==> src/shared/ctp_pkg.sv <==
// Contract
// Readings of CPU addresses 0x30..0x33 land in registers 0x33, 0x1A, 0x1B, 0x1C.
// All channels share one low limit (reset cpu_limit_status_extra) and one high limit (reset 0x00).
// Each channel adds its own signed 8-bit offset, one count per degree.
// Reads averaged over a count chosen by bits [2:0] of register 0x36.
// Value registers change only once per smoothing interval.
// A round lasts 67 bit times per CPU plus a 14 us idle gap.
// An error code 0x8000..0x8003 sets bit 1 of register 0x43.
// An error code adds zero to the averaging sum.
// An error code never reaches a value register.
// A bad frame checksum sets bit 2 of register 0x43.
// Alert asserts while the data or communications error bit is set.
// Per-channel limit bits at 0x43 bit 0 and cpu_limit_status_extra bits 3..5 also alert.
// Bit 4 of register 0x36 selects swap mode, channel 0 at remote-1 locations.
// Swap mode exchanges value, limit and offset register locations in pairs.
// Swap mode exchanges the remote-2 and local hysteresis nibbles.
// Fan zone moves to channel 0 only when its behaviour field is 000.
// Register 0x26 holds the top 8 bits of the local sensor result.
// Only the hottest domain of each CPU is recorded.
// Bits [7:6] of register 0x88 set how many CPUs are polled.
// Polling runs only while bit 4 of register 0x40 is set.
// Limit bit sets when corrected average is below low or above high, signed.
// Accumulator holds the largest read count of 16-bit samples without overflow.
`default_nettype none
package ctp_pkg;
    localparam int unsigned CTP_CH       = 4;
    localparam logic [7:0] ADDR_VAL0     = 8'h33;
    localparam logic [7:0] ADDR_VAL1     = 8'h1a;
    localparam logic [7:0] ADDR_VAL2     = 8'h1b;
    localparam logic [7:0] ADDR_VAL3     = 8'h1c;
    localparam logic [7:0] ADDR_LOCAL    = 8'h26;
    localparam logic [7:0] ADDR_LOW      = 8'h34;
    localparam logic [7:0] ADDR_HIGH     = 8'h35;
    localparam logic [7:0] ADDR_CFG1     = 8'h36;
    localparam logic [7:0] ADDR_MONCFG   = 8'h40;
    localparam logic [7:0] ADDR_STAT3    = 8'h43;
    localparam logic [7:0] ADDR_STATX    = 8'h81;
    localparam logic [7:0] ADDR_CPUCFG   = 8'h88;
    localparam logic [7:0] ADDR_OFF0     = 8'h94;
    localparam logic [7:0] ADDR_OFF1     = 8'h95;
    localparam logic [7:0] ADDR_OFF2     = 8'h96;
    localparam logic [7:0] ADDR_OFF3     = 8'h97;
    localparam logic [7:0] ADDR_R1_VAL   = 8'h25;
    localparam logic [7:0] ADDR_R1_LOW   = 8'h4e;
    localparam logic [7:0] ADDR_R1_HIGH  = 8'h4f;
    localparam logic [7:0] ADDR_R1_OFF   = 8'h70;
    localparam logic [7:0] LOW_RST       = 8'h81;
    localparam logic [7:0] HIGH_RST      = 8'h00;
    localparam logic [7:0] ZERO8         = 8'h00;
    localparam int unsigned SMOOTH_LSB   = 0;
    localparam int unsigned SMOOTH_MSB   = 2;
    localparam int unsigned SWAP_BIT     = 4;
    localparam int unsigned MON_EN_BIT   = 4;
    localparam int unsigned NCPU_LSB     = 6;
    localparam int unsigned NCPU_MSB     = 7;
    localparam int unsigned ST_LIM0      = 0;
    localparam int unsigned ST_DERR      = 1;
    localparam int unsigned ST_CERR      = 2;
    localparam int unsigned ST_LIM1      = 3;
    localparam logic [15:0] ERR_LO       = 16'h8000;
    localparam logic [15:0] ERR_HI       = 16'h8003;
    localparam logic [15:0] SMP_MIN      = 16'h8000;
    localparam int unsigned TEMP_MSB     = 13;
    localparam int unsigned TEMP_LSB     = 6;
    localparam int unsigned SMP_W        = 16;
    localparam int unsigned MAX_SHIFT    = 12;
    localparam int unsigned ACC_W        = SMP_W + MAX_SHIFT;
    localparam int unsigned CLK_NS       = 100;
    localparam int unsigned T_BIT_NS     = 1000;
    localparam int unsigned BITS_PER_RD  = 67;
    localparam int unsigned T_IDLE_NS    = 14000;
    localparam int unsigned IDLE_CYC     = (T_IDLE_NS + CLK_NS - 1) / CLK_NS;
    localparam int unsigned BIT_CYC_DEF  = (T_BIT_NS + CLK_NS - 1) / CLK_NS;
    localparam int unsigned FAN_OUTS     = 3;
    localparam int unsigned BEHAV_W      = 3;
endpackage : ctp_pkg
`default_nettype wire

==> src/ctp_postproc.sv <==
`timescale 1ns/1ps
`default_nettype none
module ctp_postproc #(
    parameter int unsigned BIT_CYC = ctp_pkg::BIT_CYC_DEF
) (
    input  wire logic                    mclk_i,
    input  wire logic                    reset_n_i,
    input  wire logic [7:0]              reg_addr_i,
    input  wire logic [7:0]              reg_wdata_i,
    input  wire logic                    reg_wr_i,
    input  wire logic                    reg_rd_i,
    output logic      [7:0]              reg_rdata_o,
    input  wire logic                    smp_valid_i,
    input  wire logic [1:0]              smp_cpu_i,
    input  wire logic [ctp_pkg::SMP_W-1:0] smp_data_i,
    input  wire logic                    smp_fcs_ok_i,
    input  wire logic                    local_valid_i,
    input  wire logic [9:0]              local_temp_i,
    input  wire logic [8:0]              fan_behavior_i,
    output logic                         poll_start_o,
    output logic      [2:0]              poll_cpu_count_o,
    output logic                         smbalert_n_o,
    output logic                         swap_mode_o,
    output logic                         hyst_swap_o,
    output logic      [2:0]              fan_zone_swap_o
);
    import ctp_pkg::*;

    ////////////////////////////////////////////////////////////////////////////
    // State.
    typedef struct packed {
        logic [3:0][7:0]       value;
        logic [7:0]            local_temp;
        logic [7:0]            low;
        logic [7:0]            high;
        logic [7:0]            cfg1;
        logic [7:0]            moncfg;
        logic [7:0]            cpucfg;
        logic [3:0][7:0]       offs;
        logic [7:0]            stat3;
        logic [7:0]            statx;
        logic [3:0][ACC_W-1:0] acc;
        logic [3:0][SMP_W-1:0] rmax;
        logic [3:0]            rgood;
        logic [3:0]            igood;
        logic [15:0]           timer;
        logic [12:0]           rdcnt;
        logic                  run;
        logic                  upd;
        logic [7:0]            rdata;
        logic                  poll;
        logic [2:0]            ncpu;
        logic                  alert_n;
        logic                  swap;
        logic                  hyst;
        logic [2:0]            fz;
    } ctp_state_s;

    ctp_state_s s;
    ctp_state_s n;

    ////////////////////////////////////////////////////////////////////////////
    // Helpers.

    // Error codes are a small window at the bottom of the signed range.
    function automatic logic is_err(input logic [SMP_W-1:0] d);
        return (d >= ERR_LO) && (d <= ERR_HI);
    endfunction : is_err

    // Read count is a power of two so the average is a plain shift.
    function automatic logic [3:0] rd_shift(input logic [2:0] code);
        case (code)
            3'h0:    rd_shift = 4'h0;
            3'h1:    rd_shift = 4'h1;
            3'h2:    rd_shift = 4'h2;
            3'h3:    rd_shift = 4'h3;
            3'h4:    rd_shift = 4'h4;
            3'h5:    rd_shift = 4'h6;
            3'h6:    rd_shift = 4'h8;
            default: rd_shift = 4'hc;
        endcase
    endfunction : rd_shift

    // Saturating signed add keeps a large offset from wrapping hot into cold.
    function automatic logic [7:0] sat_add(input logic [7:0] a, input logic [7:0] b);
        logic [8:0] sum;
        sum = {a[7], a} + {b[7], b};
        if (sum[8] != sum[7]) begin
            sat_add = sum[8] ? 8'h80 : 8'h7f;
        end else begin
            sat_add = sum[7:0];
        end
    endfunction : sat_add

    // In swap mode each remote-1 location and its channel-0 partner trade places.
    function automatic logic [7:0] remap(input logic [7:0] a, input logic sw);
        remap = a;
        if (sw) begin
            case (a)
                ADDR_R1_VAL:  remap = ADDR_VAL0;
                ADDR_VAL0:    remap = ADDR_R1_VAL;
                ADDR_R1_LOW:  remap = ADDR_LOW;
                ADDR_LOW:     remap = ADDR_R1_LOW;
                ADDR_R1_HIGH: remap = ADDR_HIGH;
                ADDR_HIGH:    remap = ADDR_R1_HIGH;
                ADDR_R1_OFF:  remap = ADDR_OFF0;
                ADDR_OFF0:    remap = ADDR_R1_OFF;
                default:      remap = a;
            endcase
        end
    endfunction : remap

    logic [7:0]  maddr;
    logic [15:0] round_cyc;
    logic [12:0] reads_m1;
    logic [3:0]  shift;
    assign maddr     = remap(reg_addr_i, s.cfg1[SWAP_BIT]);
    assign shift     = rd_shift(s.cfg1[SMOOTH_MSB:SMOOTH_LSB]);
    assign reads_m1  = 13'((32'd1 << shift) - 32'd1);
    assign round_cyc = 16'(32'(s.ncpu) * BITS_PER_RD * BIT_CYC + IDLE_CYC);

    ////////////////////////////////////////////////////////////////////////////
    // Next-state logic.
    always_comb begin
        logic              rnd_end;
        logic              int_end;
        logic [ACC_W-1:0]  sum;
        logic [ACC_W-1:0]  avg;
        logic [7:0]        corr;
        logic              good;
        n = s;
        rnd_end = 1'b0;
        int_end = 1'b0;
        sum = '0;
        avg = '0;
        corr = ZERO8;
        good = 1'b0;
        n.poll = 1'b0;
        n.upd = 1'b0;

        // Register writes; only locations held here are decoded.
        if (reg_wr_i) begin
            case (maddr)
                ADDR_LOW:    n.low = reg_wdata_i;
                ADDR_HIGH:   n.high = reg_wdata_i;
                ADDR_CFG1:   n.cfg1 = reg_wdata_i;
                ADDR_MONCFG: n.moncfg = reg_wdata_i;
                ADDR_CPUCFG: n.cpucfg = reg_wdata_i;
                ADDR_OFF0:   n.offs[0] = reg_wdata_i;
                ADDR_OFF1:   n.offs[1] = reg_wdata_i;
                ADDR_OFF2:   n.offs[2] = reg_wdata_i;
                ADDR_OFF3:   n.offs[3] = reg_wdata_i;
                default:     n.rdata = s.rdata;
            endcase
        end

        // Reads return the old status and clear it; events below still win.
        if (reg_rd_i) begin
            case (maddr)
                ADDR_VAL0:   n.rdata = s.value[0];
                ADDR_VAL1:   n.rdata = s.value[1];
                ADDR_VAL2:   n.rdata = s.value[2];
                ADDR_VAL3:   n.rdata = s.value[3];
                ADDR_LOCAL:  n.rdata = s.local_temp;
                ADDR_LOW:    n.rdata = s.low;
                ADDR_HIGH:   n.rdata = s.high;
                ADDR_CFG1:   n.rdata = s.cfg1;
                ADDR_MONCFG: n.rdata = s.moncfg;
                ADDR_CPUCFG: n.rdata = s.cpucfg;
                ADDR_OFF0:   n.rdata = s.offs[0];
                ADDR_OFF1:   n.rdata = s.offs[1];
                ADDR_OFF2:   n.rdata = s.offs[2];
                ADDR_OFF3:   n.rdata = s.offs[3];
                ADDR_STAT3: begin
                    n.rdata = s.stat3;
                    n.stat3 = ZERO8;
                end
                ADDR_STATX: begin
                    n.rdata = s.statx;
                    n.statx = ZERO8;
                end
                default:     n.rdata = ZERO8;
            endcase
        end

        // The local result keeps its top eight bits only.
        if (local_valid_i) begin
            n.local_temp = local_temp_i[9:2];
        end

        // Incoming samples: bad frames and error codes never touch the round maximum.
        if (smp_valid_i) begin
            if (!smp_fcs_ok_i) begin
                n.stat3[ST_CERR] = 1'b1;
            end else if (is_err(smp_data_i)) begin
                n.stat3[ST_DERR] = 1'b1;
            end else if (!s.rgood[smp_cpu_i] ||
                         ($signed(smp_data_i) > $signed(s.rmax[smp_cpu_i]))) begin
                n.rmax[smp_cpu_i]  = smp_data_i;
                n.rgood[smp_cpu_i] = 1'b1;
            end
        end

        // Round timer; disabling stops polling and abandons the partial interval.
        n.ncpu = 3'({1'b0, s.cpucfg[NCPU_MSB:NCPU_LSB]} + 3'h1);
        if (!s.moncfg[MON_EN_BIT]) begin
            n.timer = '0;
            n.run   = 1'b0;
            n.rdcnt = '0;
            n.acc   = '0;
            n.igood = '0;
            n.rgood = '0;
        end else if (s.timer == 16'h0) begin
            n.poll  = 1'b1;
            n.timer = 16'(round_cyc - 16'h1);
            n.run   = 1'b1;
            rnd_end = s.run;
        end else begin
            n.timer = 16'(s.timer - 16'h1);
        end

        // Round end: fold hottest domain of each channel into its sum.
        if (rnd_end) begin
            int_end = (s.rdcnt >= reads_m1);
            n.rdcnt = int_end ? 13'h0 : 13'(s.rdcnt + 13'h1);
            n.upd   = int_end;
            for (int c = 0; c < CTP_CH; c++) begin
                // An errored read adds zero, which biases the average cold.
                sum = s.acc[c] + (s.rgood[c] ? ACC_W'($signed(s.rmax[c])) : '0);
                good = s.igood[c] | s.rgood[c];
                n.acc[c] = int_end ? '0 : sum;
                n.igood[c] = int_end ? 1'b0 : good;
                n.rgood[c] = 1'b0;
                n.rmax[c] = SMP_MIN;
                if (int_end && good && (c < 32'(s.ncpu))) begin
                    avg  = ACC_W'($signed(sum) >>> shift);
                    corr = sat_add(avg[TEMP_MSB:TEMP_LSB], s.offs[c]);
                    n.value[c] = corr;
                    if (($signed(corr) < $signed(s.low)) ||
                        ($signed(corr) > $signed(s.high))) begin
                        if (c == 0) begin
                            n.stat3[ST_LIM0] = 1'b1;
                        end else begin
                            n.statx[ST_LIM1 + c - 1] = 1'b1;
                        end
                    end
                end
            end
        end

        // Alert follows the status bits that will be held next cycle.
        n.alert_n = !(n.stat3[ST_LIM0] | n.stat3[ST_DERR] | n.stat3[ST_CERR] |
                      (|n.statx[ST_LIM1 + 2:ST_LIM1]));

        // Swap side effects for the hysteresis and fan-zone logic elsewhere.
        n.swap = s.cfg1[SWAP_BIT];
        n.hyst = s.cfg1[SWAP_BIT];
        for (int f = 0; f < FAN_OUTS; f++) begin
            n.fz[f] = s.cfg1[SWAP_BIT] &&
                      (fan_behavior_i[f * BEHAV_W +: BEHAV_W] == 3'h0);
        end
    end

    ////////////////////////////////////////////////////////////////////////////
    // Registers; reset values are constants and the limits take their defaults.
    always_ff @(posedge mclk_i) begin
        if (!reset_n_i) begin
            s         <= '0;
            s.low     <= LOW_RST;
            s.high    <= HIGH_RST;
            s.rmax    <= {CTP_CH{SMP_MIN}};
            s.alert_n <= 1'b1;
            s.ncpu    <= 3'h1;
        end else begin
            s <= n;
        end
    end

    assign reg_rdata_o      = s.rdata;
    assign poll_start_o     = s.poll;
    assign poll_cpu_count_o = s.ncpu;
    assign smbalert_n_o     = s.alert_n;
    assign swap_mode_o      = s.swap;
    assign hyst_swap_o      = s.hyst;
    assign fan_zone_swap_o  = s.fz;
endmodule : ctp_postproc
`default_nettype wire

==> config.mk <==
export PLATFORM = sky130hd
export DESIGN_NAME = ctp_postproc
export DESIGN_NICKNAME = d
export VERILOG_FILES = /design/src/shared/ctp_pkg.sv /design/src/ctp_postproc.sv
export SDC_FILE = /design/constraint.sdc
export NUM_CORES = 1
export LEC_CHECK = 0
export BUFFER_PORTS_ARGS = -buffer_cell sky130_fd_sc_hd__buf_2
export CAP_MARGIN = 5
export CORE_MARGIN = 3
export CORE_UTILIZATION = 64
export DETAILED_ROUTE_END_ITERATION = 8
export HOLD_SLACK_MARGIN = 0.1
export PLACE_DENSITY_LB_ADDON = 0.1
export SYNTH_ARGS = -nofsm -noshare
export SYNTH_HDL_FRONTEND = slang
export SYNTH_SLANG_ARGS = --single-unit
==> constraint.sdc <==
create_clock -name mclk_i -period 9.2 [get_ports mclk_i]
set_clock_uncertainty 0.1 [all_clocks]
set_input_delay 0.92 -clock mclk_i [delete_from_list [all_inputs] [get_ports mclk_i]]
set_output_delay 0.92 -clock mclk_i [all_outputs]
set_load 0.01 [all_outputs]
==> Flow_metrics.wiki <==
{| class="wikitable"
! Metric !! Value
|-
| Drt total wl || 80100 um
|-
| Detailed-route via count || 24700
|-
| Crit path time final || 8.54 ns
|-
| Share of the yosys chip area belonging to registers || 0.267
|-
| Count of final max-slew check failures || 0
|-
| Largest family of logic cells by synthesized area || compound AO/OA/AOI/OAI gates
|-
| Total number of placement rows || 72
|-
| Clock transition at the registers of the reported paths || 0.06 ns
|-
| Initial DRC count || 2673
|-
| Number of synthesized flops with an enable pin || 0
|-
| GRT Resource Usage Total || 0.365
|-
| Finish-stage setup viols || 0
|-
| Post-cts sizing count || 0
|-
| Die height || 206 um
|-
| Gate count of the mapped netlist || 3151
|-
| Average size of a mapped cell || 8.12 um^2
|-
| Placed cell areas || 0.0262 mm^2
|-
| Multiplexer share of the synthesized area || 0.0633
|-
| Critical Path End Type || flop
|-
| Setup Buffers After CTS || 0
|-
| Share of the synthesized area in compound gates (AO/OA/AOI/OAI) || 0.249
|-
| Port buffer count || 75
|-
| Chip Width || 206 um
|-
| Clock sink count || 341
|-
| Fmax achieved || 117 MHz
|-
| Share of the synthesized area in the top cell type || 0.267
|-
| Growth of design area from synthesis to finish || 7.28%
|-
| Power density over cell area || 118 mW/mm^2
|-
| Synth top area cells || sky130_fd_sc_hd__dfxtp_1 27%, sky130_fd_sc_hd__ha_1 12%, sky130_fd_sc_hd__a21oi_1 4.5%
|-
| Insertion delay to the later sink of the worst-skew pair || 0.58 ns
|-
| CTS tree || yes
|-
| Total global routing overflow || 0
|-
| Overall die area || 0.0424 mm^2
|-
| Worst max-slew margin expressed relative to the limit || 0.187
|-
| Netlist Area Pre-Place || 0.0256 mm^2
|-
| Number of violations of the max-capacitance limit || 0
|-
| Fraction of final layout cells with drive strength greater than 1 || 0.0881
|-
| Pin count of the biggest net entering global routing || 90
|-
| Number of vias per cell after detailed routing || 6.73
|-
| Net Count, Synth || 3464
|-
| First-pass GRT wire length || 123000 um
|-
| Post-synthesis simple-gate area fraction || 0.200
|-
| Number of global-route vias before repair || 22700
|-
| Fraction of the mapped netlist area in adder cells || 0.127
|-
| Largest stage delay on the critical path || 0.66 ns
|-
| Final cycle utilization of the critical path || 0.928
|-
| Number of H-tree branching levels || 2
|-
| Drt first pass iters || 6
|-
| I/O pin total || 78
|-
| Initial antenna violation count || 3
|-
| Signal arrival time at the worst endpoint || 8.92 ns
|-
| Placeable core area || 0.0391 mm^2
|-
| Critical Path Slowest Stage Cell || sky130_fd_sc_hd__a2111oi_0
|-
| Flop-to-flop setup slack || 0.66 ns
|-
| Number of antenna repair diodes || 0
|-
| Yosys cell types || 95
|-
| Post-Route Setup TNS || 0 ns
|-
| Predominant post-synthesis flop cell || sky130_fd_sc_hd__dfxtp_1
|-
| Total count of hold-check failures in the final report || 0
|-
| Detailed placement HPWL || 59000 um
|-
| Unrepaired setup endpoints after global routing || no
|-
| Post-route non-filler standard cell count || 3663
|-
| Number of inserted filler cells in the final layout || 3259
|-
| Antenna-violating nets left || 0
|-
| Root Buffer Master || sky130_fd_sc_hd__clkbuf_16
|-
| Max VDD drop || 0.137 mV
|-
| Worst hold-check path type || reg -> reg
|-
| Final GP Congestion || 0.988
|-
| Leakage dissipation || 11.3 nW
|-
| Avg WL per Cell || 21.9 um
|-
| Yosys top cell by area || sky130_fd_sc_hd__dfxtp_1
|-
| Yosys reg bits || 341
|-
| Highest fanout seen on the critical path || 14
|-
| Worst Path Class, Setup || reg -> reg
|-
| Result of the run || finished, final reports clean
|-
| CTS Buf Count || 40
|-
| Count of unresolved DRC violations after routing || 0
|-
| Slew of the pin with the lowest slew margin || 1.21 ns
|-
| Post-route cell area || 0.0275 mm^2
|-
| # hold bufs at CTS || 0
|-
| FFs w/ async S/R, synth || 0
|-
| Category of the worst setup path launch point || flop
|-
| Initial Util || 0.655
|-
| Cells after DPL || 3593
|-
| Worst path required time || 9.58 ns
|-
| Area share of xor/xnor cells in the synthesized design || 0.0452
|-
| Final net count || 3430
|-
| Worst-case clock buffer depth || 3
|-
| Synthesis warning total || 0
|}
-- sequential cells by signal, summed over array words and instances, names as in the netlist --
name	cells
poll_start_o	1
fan_zone_swap_o	3
s	323
n	1
reg_rdata_o	8
poll_cpu_count_o	3
smbalert_n_o	1
hyst_swap_o	1
-- area by class of cell --
type | count | area (um^2) | share of cell area
Multi-Input combinational cell | 2502 | 17600 | 0.641
Sequential cell | 341 | 6830 | 0.249
Clock buffer | 52 | 1120 | 0.0406
Tap cell | 518 | 648 | 0.0236
Timing Repair Buffer | 106 | 608 | 0.0221
Inverter | 126 | 474 | 0.0173
Clock inverter | 18 | 179 | 0.00652
-- per-stage QoR --
step                      power [mW]  hold WS [ns]  setup slack (ns)  utilization
final                           3.23         0.359             0.663        0.702
after CTS                       3.23         0.358             0.826        0.702
after global placement          1.65         0.337              1.01        0.669
after global routing            3.30         0.372            0.0107        0.702
after floorplan                 1.60         0.288              1.85            -
after detailed placement        1.65         0.348             0.891        0.669
-- cell usage in the layout (no fill, tap or decap), drive strengths merged, types with 52 or more instances in the layout --
cell    count
and2       80
mux2i      74
a22o       74
a211oi     55
o21ai     215
a21oi     229
nand2     292
buf       106
nand3     183
ha        244
clkbuf     52
xor2       60
a21o       68
xnor2      72
inv       126
nor2      225
dfxtp     341
-- critical path, delay by kind of cell, from the launching register on --
family / cells / cell delay, ns
DFF: 1 / 0.51
muxes: 1 / 0.49
AOI/OAI and AO/OA: 20 / 4.85
and+or+nand+nor: 7 / 0.94
buffers and inverters: 1 / 0.07
adders and majority gates: 5 / 1.44
-- power by group --
part / total (mW) / internal, mW / switching (mW)
Combinational: 0.126 / 0.0404 / 0.0856
Clock: 1.61 / 0.918 / 0.688
Sequential: 1.50 / 1.49 / 0.00990
Total: 3.23 / 2.44 / 0.783
-- synthesized netlist by cell type (8+ instances only) --
master                      instances
sky130_fd_sc_hd__a211oi_1          55
sky130_fd_sc_hd__buf_1             13
sky130_fd_sc_hd__o311ai_0           9
sky130_fd_sc_hd__nor4_1            16
sky130_fd_sc_hd__o21ai_0          213
sky130_fd_sc_hd__o21a_1            48
sky130_fd_sc_hd__nor2b_1           35
sky130_fd_sc_hd__and3_1            17
sky130_fd_sc_hd__xor2_1            60
sky130_fd_sc_hd__a31oi_1           20
sky130_fd_sc_hd__nor3_1            46
sky130_fd_sc_hd__mux4_2            30
sky130_fd_sc_hd__and2_1            80
sky130_fd_sc_hd__a311oi_1           8
sky130_fd_sc_hd__o21bai_1          15
sky130_fd_sc_hd__o211ai_1          20
sky130_fd_sc_hd__a2111oi_0         10
sky130_fd_sc_hd__mux2_2            18
sky130_fd_sc_hd__o31ai_1           27
sky130_fd_sc_hd__a22o_1            74
sky130_fd_sc_hd__ha_1             244
sky130_fd_sc_hd__nor3b_1            9
sky130_fd_sc_hd__nand2_1          292
sky130_fd_sc_hd__a222oi_1          14
sky130_fd_sc_hd__dfxtp_1          341
sky130_fd_sc_hd__buf_4             16
sky130_fd_sc_hd__xnor2_1           72
sky130_fd_sc_hd__or2_2             14
sky130_fd_sc_hd__a21o_1            68
sky130_fd_sc_hd__o22ai_1            9
sky130_fd_sc_hd__fa_1               9
sky130_fd_sc_hd__nor2_1           225
sky130_fd_sc_hd__a21oi_1          229
sky130_fd_sc_hd__or3_1             21
sky130_fd_sc_hd__inv_1            122
sky130_fd_sc_hd__mux2i_1           74
sky130_fd_sc_hd__a221oi_1          19
sky130_fd_sc_hd__nand2b_1          31
sky130_fd_sc_hd__nand4_1           23
sky130_fd_sc_hd__a22oi_1           19
sky130_fd_sc_hd__a21boi_0          13
sky130_fd_sc_hd__buf_2              9
sky130_fd_sc_hd__clkbuf_1         144
sky130_fd_sc_hd__a31o_2             9
sky130_fd_sc_hd__nand3_1          182
-- metal layers --
layer / vias to the layer above / track usage / routed length [um] / share of wire
li1: 11500 / - / - / -
met4: 2 / 0.153 / 3670 / 0.046
met5: - / 0 / 7 / 0.000087
met3: 249 / 0.0698 / 8110 / 0.10
met1: 11700 / 0.508 / 34100 / 0.43
met2: 1200 / 0.557 / 34300 / 0.43
-- cell families after synthesis --
kind of cell	Yosys count
AOI/OAI and AO/OA	955
xor gates and xnor gates	132
adders and majority gates	255
buffers and inverters	308
DFF	341
muxes	122
other	1
and+or+nand+nor	1037
-- final timing paths --
path,to,cells past startpoint,start
setup / recovery,smbalert_n_o,34,s[55]
hold / removal,s[197],2,s[197]
setup reg to reg,smbalert_n_o,34,s[55]
hold reg to reg,s[197],2,s[197]
(Power assumes the default switching activity.)
